$ cat config.mk
export PLATFORM = sky130hd
export DESIGN_NAME = adc_channel_clock_config
export DESIGN_NICKNAME = d
export VERILOG_FILES = /design/src/pkg/adc_cfg_pkg.sv /design/src/core/mod_clock_divider.sv /design/src/core/channel_path.sv /design/src/core/adc_channel_clock_config.sv
export VERILOG_INCLUDE_DIRS = /design/src /design/src/pkg
export SDC_FILE = /design/constraint.sdc
export NUM_CORES = 1
export LEC_CHECK = 0
export BUFFER_PORTS_ARGS = -buffer_cell sky130_fd_sc_hd__buf_2
export CORE_MARGIN = 2
export CORE_UTILIZATION = 35
export DETAILED_ROUTE_END_ITERATION = 12
export GPL_ROUTABILITY_DRIVEN = 1
export GPL_TIMING_DRIVEN = 0
export PLACE_DENSITY = 0.7
export SYNTH_ARGS = -nofsm -noshare
export SYNTH_HDL_FRONTEND = slang
export SYNTH_HIERARCHICAL = 1
export SYNTH_SLANG_ARGS = --single-unit
export TNS_END_PERCENT = 1
$ cat constraint.sdc
create_clock -name ref_clk -period 3.6 [get_ports ref_clk]
set_input_delay 0.18 -clock ref_clk [delete_from_list [all_inputs] [get_ports ref_clk]]
set_output_delay 0.18 -clock ref_clk [all_outputs]
set_load 0.03 [all_outputs]
$ cat src/pkg/adc_cfg_defs.svh
// Purpose: Offsets, field positions, reset values and timing counts
// Assumes: 32-bit APB data, one aligned word per register
// Notes:   Included by the package and by every design module
`ifndef ADC_CFG_DEFS_SVH
`define ADC_CFG_DEFS_SVH

`define NUM_CH          3
`define ADDR_W          8

`define OFS_CHAN_CFG    8'h00
`define OFS_GAIN        8'h04
`define OFS_CLOCK       8'h08
`define OFS_SUPPLY      8'h0c
`define OFS_STATUS      8'h10

`define SEL_W           2
`define GAIN_W          3
`define GAIN_STRIDE     4
`define DIV_POS         0
`define POWER_POS       2
`define BAND_W          4
`define ST_SETTLED_POS  0
`define ST_BAND_POS     1
`define ST_RATIO_POS    4
`define ST_HALF_POS     8

`define RST_CHAN_CFG    6'h00
`define RST_GAIN        9'h000
`define RST_DIV         2'h0
`define RST_POWER       2'h2
`define RST_BAND        4'h0

`define PRECHARGE_MIN   3'h3
`define FSR_UNITY_UV    21'h124f80
`define TEST_UNITY_UV   21'h027100
`define LEVEL_W         21

`define CLK_PERIOD_NS   4
`define REF_SETTLE_NS   2000
`define REF_SETTLE_CYC  ((`REF_SETTLE_NS + `CLK_PERIOD_NS - 1) / `CLK_PERIOD_NS)
`define SETTLE_W        10

`define HALF_DIV2       3'h1
`define HALF_DIV4       3'h2
`define HALF_DIV8       3'h4
`define HALF_DIV12      3'h6

`endif

$ cat src/pkg/adc_cfg_pkg.sv
// Purpose: Shared types of the converter configuration block
// Assumes: Constants come from adc_cfg_defs.svh
// Notes:   Enumerations and per-channel vector types only, no numbers beyond their codes
`include "adc_cfg_defs.svh"

package adc_cfg_pkg;

  typedef enum logic [1:0] {
    SEL_ANALOG   = 2'h0,
    SEL_GROUND   = 2'h1,
    SEL_TEST_POS = 2'h2,
    SEL_TEST_NEG = 2'h3
  } input_select_type;

  typedef enum logic [1:0] {
    POWER_LOW     = 2'h0,
    POWER_LOW_ALT = 2'h1,
    POWER_HIGHRES = 2'h2,
    POWER_HI_ALT  = 2'h3
  } power_mode_type;

  typedef enum logic [1:0] {
    REF_WAIT  = 2'h1,
    REF_READY = 2'h2
  } ref_state_type;

  typedef logic [`NUM_CH-1:0][3:0]           route_vec_type;
  typedef logic [`NUM_CH-1:0][`LEVEL_W-1:0]  level_vec_type;
  typedef logic [`NUM_CH-1:0][`GAIN_W-1:0]   gain_vec_type;

endpackage

$ cat src/core/mod_clock_divider.sv
// Purpose: Divides the main clock into a 50% duty modulator clock
// Assumes: Ratio code 0..3 selects 2, 4, 8 or 12
// Notes:   A new ratio is taken only at a falling edge of the modulator clock,
//          so no short pulse appears when software changes it
`include "adc_cfg_defs.svh"

module mod_clock_divider
  import adc_cfg_pkg::*;
(
  input  wire logic       ref_clk,
  input  wire logic       resetn,
  input  wire logic [1:0] ratioSel,
  output logic            modClk_q,
  output logic            modTick_q,
  output logic [2:0]      half_q
);

  logic [2:0] cnt_q;
  logic [2:0] halfSel;
  logic       wrap;

  assign halfSel = (ratioSel == 2'h0) ? `HALF_DIV2 :
                   (ratioSel == 2'h1) ? `HALF_DIV4 :
                   (ratioSel == 2'h2) ? `HALF_DIV8 : `HALF_DIV12;
  assign wrap = (cnt_q == half_q - 3'h1);

  always_ff @(posedge ref_clk or negedge resetn) begin
    if (!resetn) begin
      cnt_q     <= 3'h0;
      half_q    <= `HALF_DIV2;
      modClk_q  <= 1'b0;
      modTick_q <= 1'b0;
    end else begin
      cnt_q     <= wrap ? 3'h0 : cnt_q + 3'h1;
      modClk_q  <= wrap ? ~modClk_q : modClk_q;
      modTick_q <= wrap & ~modClk_q;
      if (wrap & modClk_q) begin
        half_q <= halfSel;
      end
    end
  end

  // Level length counted from the clock output itself, not from the
  // divider counter, so a counter fault cannot hide from the check
  logic       lastClk_q;
  logic [2:0] runLen_q;
  always_ff @(posedge ref_clk or negedge resetn) begin
    if (!resetn) begin
      lastClk_q <= 1'b0;
      runLen_q  <= 3'h0;
    end else begin
      lastClk_q <= modClk_q;
      runLen_q  <= (modClk_q != lastClk_q) ? 3'h1 : runLen_q + 3'h1;
    end
  end
endmodule

$ cat src/core/channel_path.sv
// Purpose: One channel's selector, gain, precharge and level scaling
// Assumes: Levels are in microvolts; gain is a power of two
// Notes:   Both levels shift by the same gain, so the test level
//          stays exactly two fifteenths of full scale
`include "adc_cfg_defs.svh"

module channel_path
  import adc_cfg_pkg::*;
(
  input  wire logic                   ref_clk,
  input  wire logic                   resetn,
  input  input_select_type            inSel,
  input  wire logic [`GAIN_W-1:0]     gainSel,
  output logic [3:0]                  route_q,
  output logic                        precharge_q,
  output logic [`LEVEL_W-1:0]         fullScale_q,
  output logic [`LEVEL_W-1:0]         testLevel_q
);

  logic [3:0] routeD;

  // Bit 0 analog pins, 1 isolated ground, 2 test +, 3 test -
  assign routeD = 4'h1 << inSel;

  always_ff @(posedge ref_clk or negedge resetn) begin
    if (!resetn) begin
      route_q     <= 4'h1;
      precharge_q <= 1'b0;
      fullScale_q <= `FSR_UNITY_UV;
      testLevel_q <= `TEST_UNITY_UV;
    end else begin
      route_q     <= routeD;
      precharge_q <= (gainSel >= `PRECHARGE_MIN);
      fullScale_q <= `FSR_UNITY_UV >> gainSel;
      testLevel_q <= `TEST_UNITY_UV >> gainSel;
    end
  end
endmodule

$ cat src/core/adc_channel_clock_config.sv
// Purpose: Configuration of a three-channel isolated converter
// Assumes: ref_clk is the main clock input, 250 MHz
// Notes:   APB slave with one wait state; all outputs registered
//
// Chosen here: the placing of the registers and the APB interface to the registers.
`include "adc_cfg_defs.svh"

module adc_channel_clock_config
  import adc_cfg_pkg::*;
(
  input  wire logic                ref_clk,
  input  wire logic                resetn,
  input  wire logic [`ADDR_W-1:0]  paddr,
  input  wire logic                psel,
  input  wire logic                penable,
  input  wire logic                pwrite,
  input  wire logic [31:0]         pwdata,
  input  wire logic [3:0]          pstrb,
  output logic                     pready,
  output logic [31:0]              prdata,
  output logic                     pslverr,
  output adc_cfg_pkg::route_vec_type routeSel,
  output adc_cfg_pkg::gain_vec_type  channelGainSel,
  output logic [`NUM_CH-1:0]       prechargeEnable,
  output adc_cfg_pkg::level_vec_type fullScaleUv,
  output adc_cfg_pkg::level_vec_type testLevelUv,
  output logic                     highResolutionMode,
  output logic                     lowPowerMode,
  output logic                     modulatorClock,
  output logic                     modulatorTick,
  output logic [`BAND_W-1:0]       supplyConverterBandCode,
  output logic                     conversionEnable
);

  import adc_cfg_pkg::*;

  // Register state
  logic [`NUM_CH*`SEL_W-1:0]       chanCfg_q;
  logic [`NUM_CH*`GAIN_STRIDE-1:0] gain_q;
  logic [1:0]                      divSel_q;
  power_mode_type                  powerSel_q;
  logic [`BAND_W-1:0]              band_q;
  logic                            bandWritten_q;
  logic                            ready_q;
  logic [31:0]                     rdata_q;
  logic                            slvErr_q;
  logic                            highRes_q;
  logic                            lowPow_q;
  logic [`BAND_W-1:0]              bandOut_q;
  ref_state_type                   refState_q;
  logic [`SETTLE_W-1:0]            settleCnt_q;
  logic                            convEn_q;

  // Bus decode
  logic        access;
  logic        firstAccess;
  logic        doWrite;
  logic        hitChan;
  logic        hitGain;
  logic        hitClock;
  logic        hitSupply;
  logic        hitStatus;
  logic        mapped;
  logic        roViolation;
  logic [15:0] laneMask;
  logic [31:0] readMux;
  logic [2:0]  halfNow;
  logic        modClkInt;
  logic        modTickInt;

  assign access      = psel & penable;
  assign firstAccess = access & ~ready_q;
  assign doWrite     = access & ready_q & pwrite & ~slvErr_q;
  assign hitChan     = (paddr == `OFS_CHAN_CFG);
  assign hitGain     = (paddr == `OFS_GAIN);
  assign hitClock    = (paddr == `OFS_CLOCK);
  assign hitSupply   = (paddr == `OFS_SUPPLY);
  assign hitStatus   = (paddr == `OFS_STATUS);
  assign mapped      = hitChan | hitGain | hitClock | hitSupply
                     | hitStatus;
  // Status is read-only; a write to it is refused like a hole
  assign roViolation = hitStatus & pwrite;
  assign laneMask    = {{8{pstrb[1]}}, {8{pstrb[0]}}};

  function automatic logic [15:0] merge(input logic [15:0] old,
                                        input logic [15:0] wd,
                                        input logic [15:0] m);
    merge = (old & ~m) | (wd & m);
  endfunction

  assign readMux =
      hitChan   ? {26'h0, chanCfg_q} :
      hitGain   ? {20'h0, gain_q} :
      hitClock  ? {28'h0, powerSel_q, divSel_q} :
      hitSupply ? {28'h0, band_q} :
      hitStatus ? {20'h0, 1'b0, halfNow, 2'h0, divSel_q,
                   2'h0, bandWritten_q, convEn_q} :
      32'h0;

  // One wait state keeps prdata straight from a flop
  always_ff @(posedge ref_clk or negedge resetn) begin
    if (!resetn) begin
      ready_q  <= 1'b0;
      rdata_q  <= 32'h0;
      slvErr_q <= 1'b0;
    end else begin
      ready_q  <= firstAccess;
      slvErr_q <= firstAccess & (~mapped | roViolation);
      if (firstAccess & ~pwrite) begin
        rdata_q <= readMux;
      end
    end
  end

  assign pready  = ready_q;
  assign prdata  = rdata_q;
  assign pslverr = slvErr_q;

  // Writes take effect at the edge that samples pready high
  always_ff @(posedge ref_clk or negedge resetn) begin
    if (!resetn) begin
      chanCfg_q     <= `RST_CHAN_CFG;
      gain_q        <= {3'h0, `RST_GAIN};
      divSel_q      <= `RST_DIV;
      powerSel_q    <= POWER_HIGHRES;
      band_q        <= `RST_BAND;
      bandWritten_q <= 1'b0;
    end else if (doWrite) begin
      if (hitChan) begin
        chanCfg_q <= 6'(merge(16'(chanCfg_q), pwdata[15:0],
                              laneMask));
      end
      if (hitGain) begin
        gain_q <= 12'(merge(16'(gain_q), pwdata[15:0],
                            laneMask) & 16'h0777);
      end
      if (hitClock & pstrb[0]) begin
        divSel_q   <= pwdata[`DIV_POS +: 2];
        powerSel_q <= power_mode_type'(pwdata[`POWER_POS +: 2]);
      end
      if (hitSupply & pstrb[0]) begin
        band_q        <= pwdata[`BAND_W-1:0];
        bandWritten_q <= 1'b1;
      end
    end
  end

  // Power field: bit 1 set means high resolution bias
  always_ff @(posedge ref_clk or negedge resetn) begin
    if (!resetn) begin
      highRes_q <= 1'b1;
      lowPow_q  <= 1'b0;
      bandOut_q <= `RST_BAND;
    end else begin
      highRes_q <= powerSel_q[1];
      lowPow_q  <= ~powerSel_q[1];
      bandOut_q <= band_q;
    end
  end

  assign highResolutionMode      = highRes_q;
  assign lowPowerMode            = lowPow_q;
  assign supplyConverterBandCode = bandOut_q;

  // Reference settling: conversions are held off until it ends.
  // The count is conservative; a real part would watch a comparator.
  always_ff @(posedge ref_clk or negedge resetn) begin
    if (!resetn) begin
      refState_q  <= REF_WAIT;
      settleCnt_q <= '0;
      convEn_q    <= 1'b0;
    end else begin
      case (refState_q)
        REF_WAIT: begin
          settleCnt_q <= settleCnt_q + 10'h1;
          if (settleCnt_q == 10'(`REF_SETTLE_CYC - 1)) begin
            refState_q <= REF_READY;
            convEn_q   <= 1'b1;
          end
        end
        REF_READY: begin
          convEn_q <= 1'b1;
        end
        default: begin
          refState_q <= REF_WAIT;
          convEn_q   <= 1'b0;
        end
      endcase
    end
  end

  assign conversionEnable = convEn_q;

  mod_clock_divider divider (
    .ref_clk   (ref_clk),
    .resetn    (resetn),
    .ratioSel  (divSel_q),
    .modClk_q  (modClkInt),
    .modTick_q (modTickInt),
    .half_q    (halfNow)
  );

  assign modulatorClock = modClkInt;
  assign modulatorTick  = modTickInt;

  genvar ch;
  generate
    for (ch = 0; ch < `NUM_CH; ch = ch + 1) begin : g_ch
      logic [3:0] routeQ;
      logic       preQ;
      logic [`LEVEL_W-1:0] fsQ;
      logic [`LEVEL_W-1:0] tlQ;
      logic [`GAIN_W-1:0]  gainQ;

      assign gainQ = gain_q[ch*`GAIN_STRIDE +: `GAIN_W];

      channel_path path (
        .ref_clk     (ref_clk),
        .resetn      (resetn),
        .inSel       (input_select_type'(
                        chanCfg_q[ch*`SEL_W +: `SEL_W])),
        .gainSel     (gainQ),
        .route_q     (routeQ),
        .precharge_q (preQ),
        .fullScale_q (fsQ),
        .testLevel_q (tlQ)
      );

      assign routeSel[ch]        = routeQ;
      assign prechargeEnable[ch] = preQ;
      assign fullScaleUv[ch]     = fsQ;
      assign testLevelUv[ch]     = tlQ;
    end
  endgenerate

  // Gain echoed from its register for the analog side
  assign channelGainSel = gain_vec_type'({gain_q[10:8], gain_q[6:4],
                                          gain_q[2:0]});
endmodule

==> run metrics <==
CTS Sinks 168; vias post-DR 4566; CP Launch Type register; Filler Cell Count 1793; IO Pins 242; Root Driver clkbuf_16; hold-fix buffers at CTS 6; synthesized netlist cell count 541; Synth Area in Simple Gates 0.111; ys flop type dfrtp_1; placer congestion estimate 0.805; final hold violations 0; Post-synth EDFFs 0; Seq pwr share 0.489; die extent in x 145 um; Reg clk slew, reported paths 70 ps; r2r setup slk 1660 ps; Switching Fraction 0.247; crit path time final 1940 ps; H-tree Lvls 4; CTS Buf Count 17; Post-Syn Area 0.00695 sq mm; post-synth cell types 56; FF+latch area 0.00425 sq mm; Antenna Nets Post-Route 0; Post-Synth Adder-Cell Area 0.0414; drt drc 0; Post-CTS Setup Repair Bufs 0; Max clock buf depth 2; endpoint class of the critical path register; Leakage Power 4.90 nW; unrepaired setup endpoints after global routing false; highest clock rate 515 MHz; largest net degree at the start of global routing 88; HP Class input pin to register; GRT Total Usage 0.148; CTS resizes 0; combinational group share of total power 0.077; xor and xnor fraction of the mapped netlist area 0.0220; clock share of power 0.434; Die Area 0.0210 sq mm; CP arrival 2250 ps; status complete, no violations; Worst EP required 3910 ps; Synth Register Bits 168; Least-Margin Pin Slew 839 ps; drt pass-1 iters 4; number of port buffers 182; most common cell after layout, fill and taps aside buf_2; synthesized area per cell 12.9 sq um; hold path startpoint pwdata[3]; synth warn 6; WHS Path Cells 2; Multi-input gate area 0.00216 sq mm; Final Skew 9.87 ps; hpwl dp 11300 um; Vias per Instance 4.32; critical path class register to register; main combinational cell family by area after synthesis simple AND/OR/NAND/NOR gates; Final nets 851; Register-to-Register Path Depth 4; layout cells sized above 1 0.461; register area share after synthesis 0.611; FP Rows 51; Net Sw Power 0.977 mW; Max Cap Viol 0; final core occ 0.461; drt total wl 15200 um; Overflow after GRT 0; # setup viols final 0; PwrDens 441 mW/mm^2; Die H 145 um; final instance area 0.00898 sq mm; routed length per instance 14.4 um; mux cell area share after synthesis 0.0630; Max rail drop VDD 0.000288 V; initial antenna violation count 4; Pint 2.98 mW; Initial DRC Count 162; number of global-route vias before repair 4441; Slew headroom 0.436; Slew Viols, Final 0; Reg-to-Reg Start pslverr; CTS tree yes; Tot Pwr 3.96 mW; first-pass GRT wire length 24400 um; Skew-Pair Late Insertion Delay 420 ps; Final period util 0.539; starting density of the core 0.357; critical path fanouts, max 6; Synth Area in Compound Gates 0.0545; core area 0.0195 sq mm; fraction of registers with async set or reset after synthesis 1.00; Placed Instance Area 0.00835 sq mm; Area Overhead vs Synth 29.1%; commonest cells after routing, fill and taps aside buf_2, dfrtp_1, buf_4
[stage by stage]
step	cells	hold WS (ps)	setup WS, ps	TNS, ps
after CTS	1057	6.61	1670	0
after detailed placement	1019	202	1240	0
after global placement	1018	379	-156	-19190
after floorplan	571	-116	1850	0
after global routing	1057	19.6	1490	0
final	1058	22.5	1660	0
[synth_stat cells, types with 6 or more instances]
| library cell | instances | share of area |
|---|---|---|
| a21boi_0 | 10 | 0.011 |
| o21ai_0 | 10 | 0.0072 |
| inv_1 | 27 | 0.015 |
| nor3_1 | 10 | 0.0072 |
| mux2i_1 | 10 | 0.014 |
| nor2b_1 | 15 | 0.013 |
| xnor2_1 | 6 | 0.0076 |
| dfrtp_1 | 134 | 0.48 |
| nand2_1 | 28 | 0.015 |
| mux2_2 | 24 | 0.039 |
| ha_1 | 23 | 0.041 |
| clkbuf_1 | 7 | 0.0038 |
| nand2b_1 | 9 | 0.0081 |
| and2_1 | 6 | 0.0054 |
| buf_4 | 61 | 0.066 |
| dfstp_2 | 34 | 0.13 |
| and2_2 | 6 | 0.0065 |
| nand3_1 | 7 | 0.0050 |
| nor2_1 | 32 | 0.017 |
[worst max-delay path: stages (launching register included)]
cell      delay [ps]
dfrtp_1          380
nand4b_1         220
nor4_4           370
nand4_1          450
mux2_2           420
[registers in the layout, indices dropped and copies added, names as in the netlist, 2 cells and up, named ones only]
name	count
prdata	10
g_ch.path/fullScale_q	42
g_ch.path/precharge_q	3
supplyConverterBandCode	4
divSel_q	2
divider/half_q	3
g_ch.path/testLevel_q	48
g_ch.path/route_q	12
powerSel_q	2
refState_q	2
settleCnt_q	10
divider/cnt_q	3
band_q	4
[cell families after synthesis]
kind of cell,after synthesis
compound gates,53
xor+xnor,14
fa+ha+maj,23
buf+inv,101
flops,168
mux,38
other cells,4
simple gates,140
[area by class of cell]
cell class / count / share of cell area
Antenna cell: 1 / 0.000279
Buffer: 74 / 0.0623
Clock buffer: 21 / 0.0535
Clock inverter: 11 / 0.00976
Inverter: 27 / 0.0113
Multi-Input combinational cell: 302 / 0.241
Sequential cell: 168 / 0.473
Tap cell: 265 / 0.0369
Timing Repair Buffer: 189 / 0.112
[metal layers]
metal	routed length, um	share of wire	global-route usage	up-vias
met3	942	0.062	0.0409	23
met4	222	0.015	0.0550	4
met5	25	0.0016	0	-
li1	-	-	-	2178
met1	6470	0.43	0.188	2212
met2	7540	0.50	0.242	149
[power groups by stage]
stage	Combinational [mW]	Clock (mW)	Sequential [mW]
2_1_floorplan	0.167	0	2.00
3_3_place_gp	0.291	0	1.97
3_5_place_dp	0.299	0	1.97
4_1_cts	0.307	1.76	1.94
5_1_grt	0.330	1.83	1.94
6_report	0.303	1.72	1.94
[how the worst max path moves through the flow]
| stage | start | to | depth (start not counted) |
|---|---|---|---|
| finish | pslverr | register | 4 |
| detailed placement | paddr[2] | register | 5 |
| floorplan | paddr[7] | register | 4 |
| global route | paddr[2] | register | 5 |
| CTS | paddr[2] | register | 5 |
| global placement | resetn | g_ch[1].path/fullScale_q[16] | 1 |
Power figures use the tool's default switching activity.
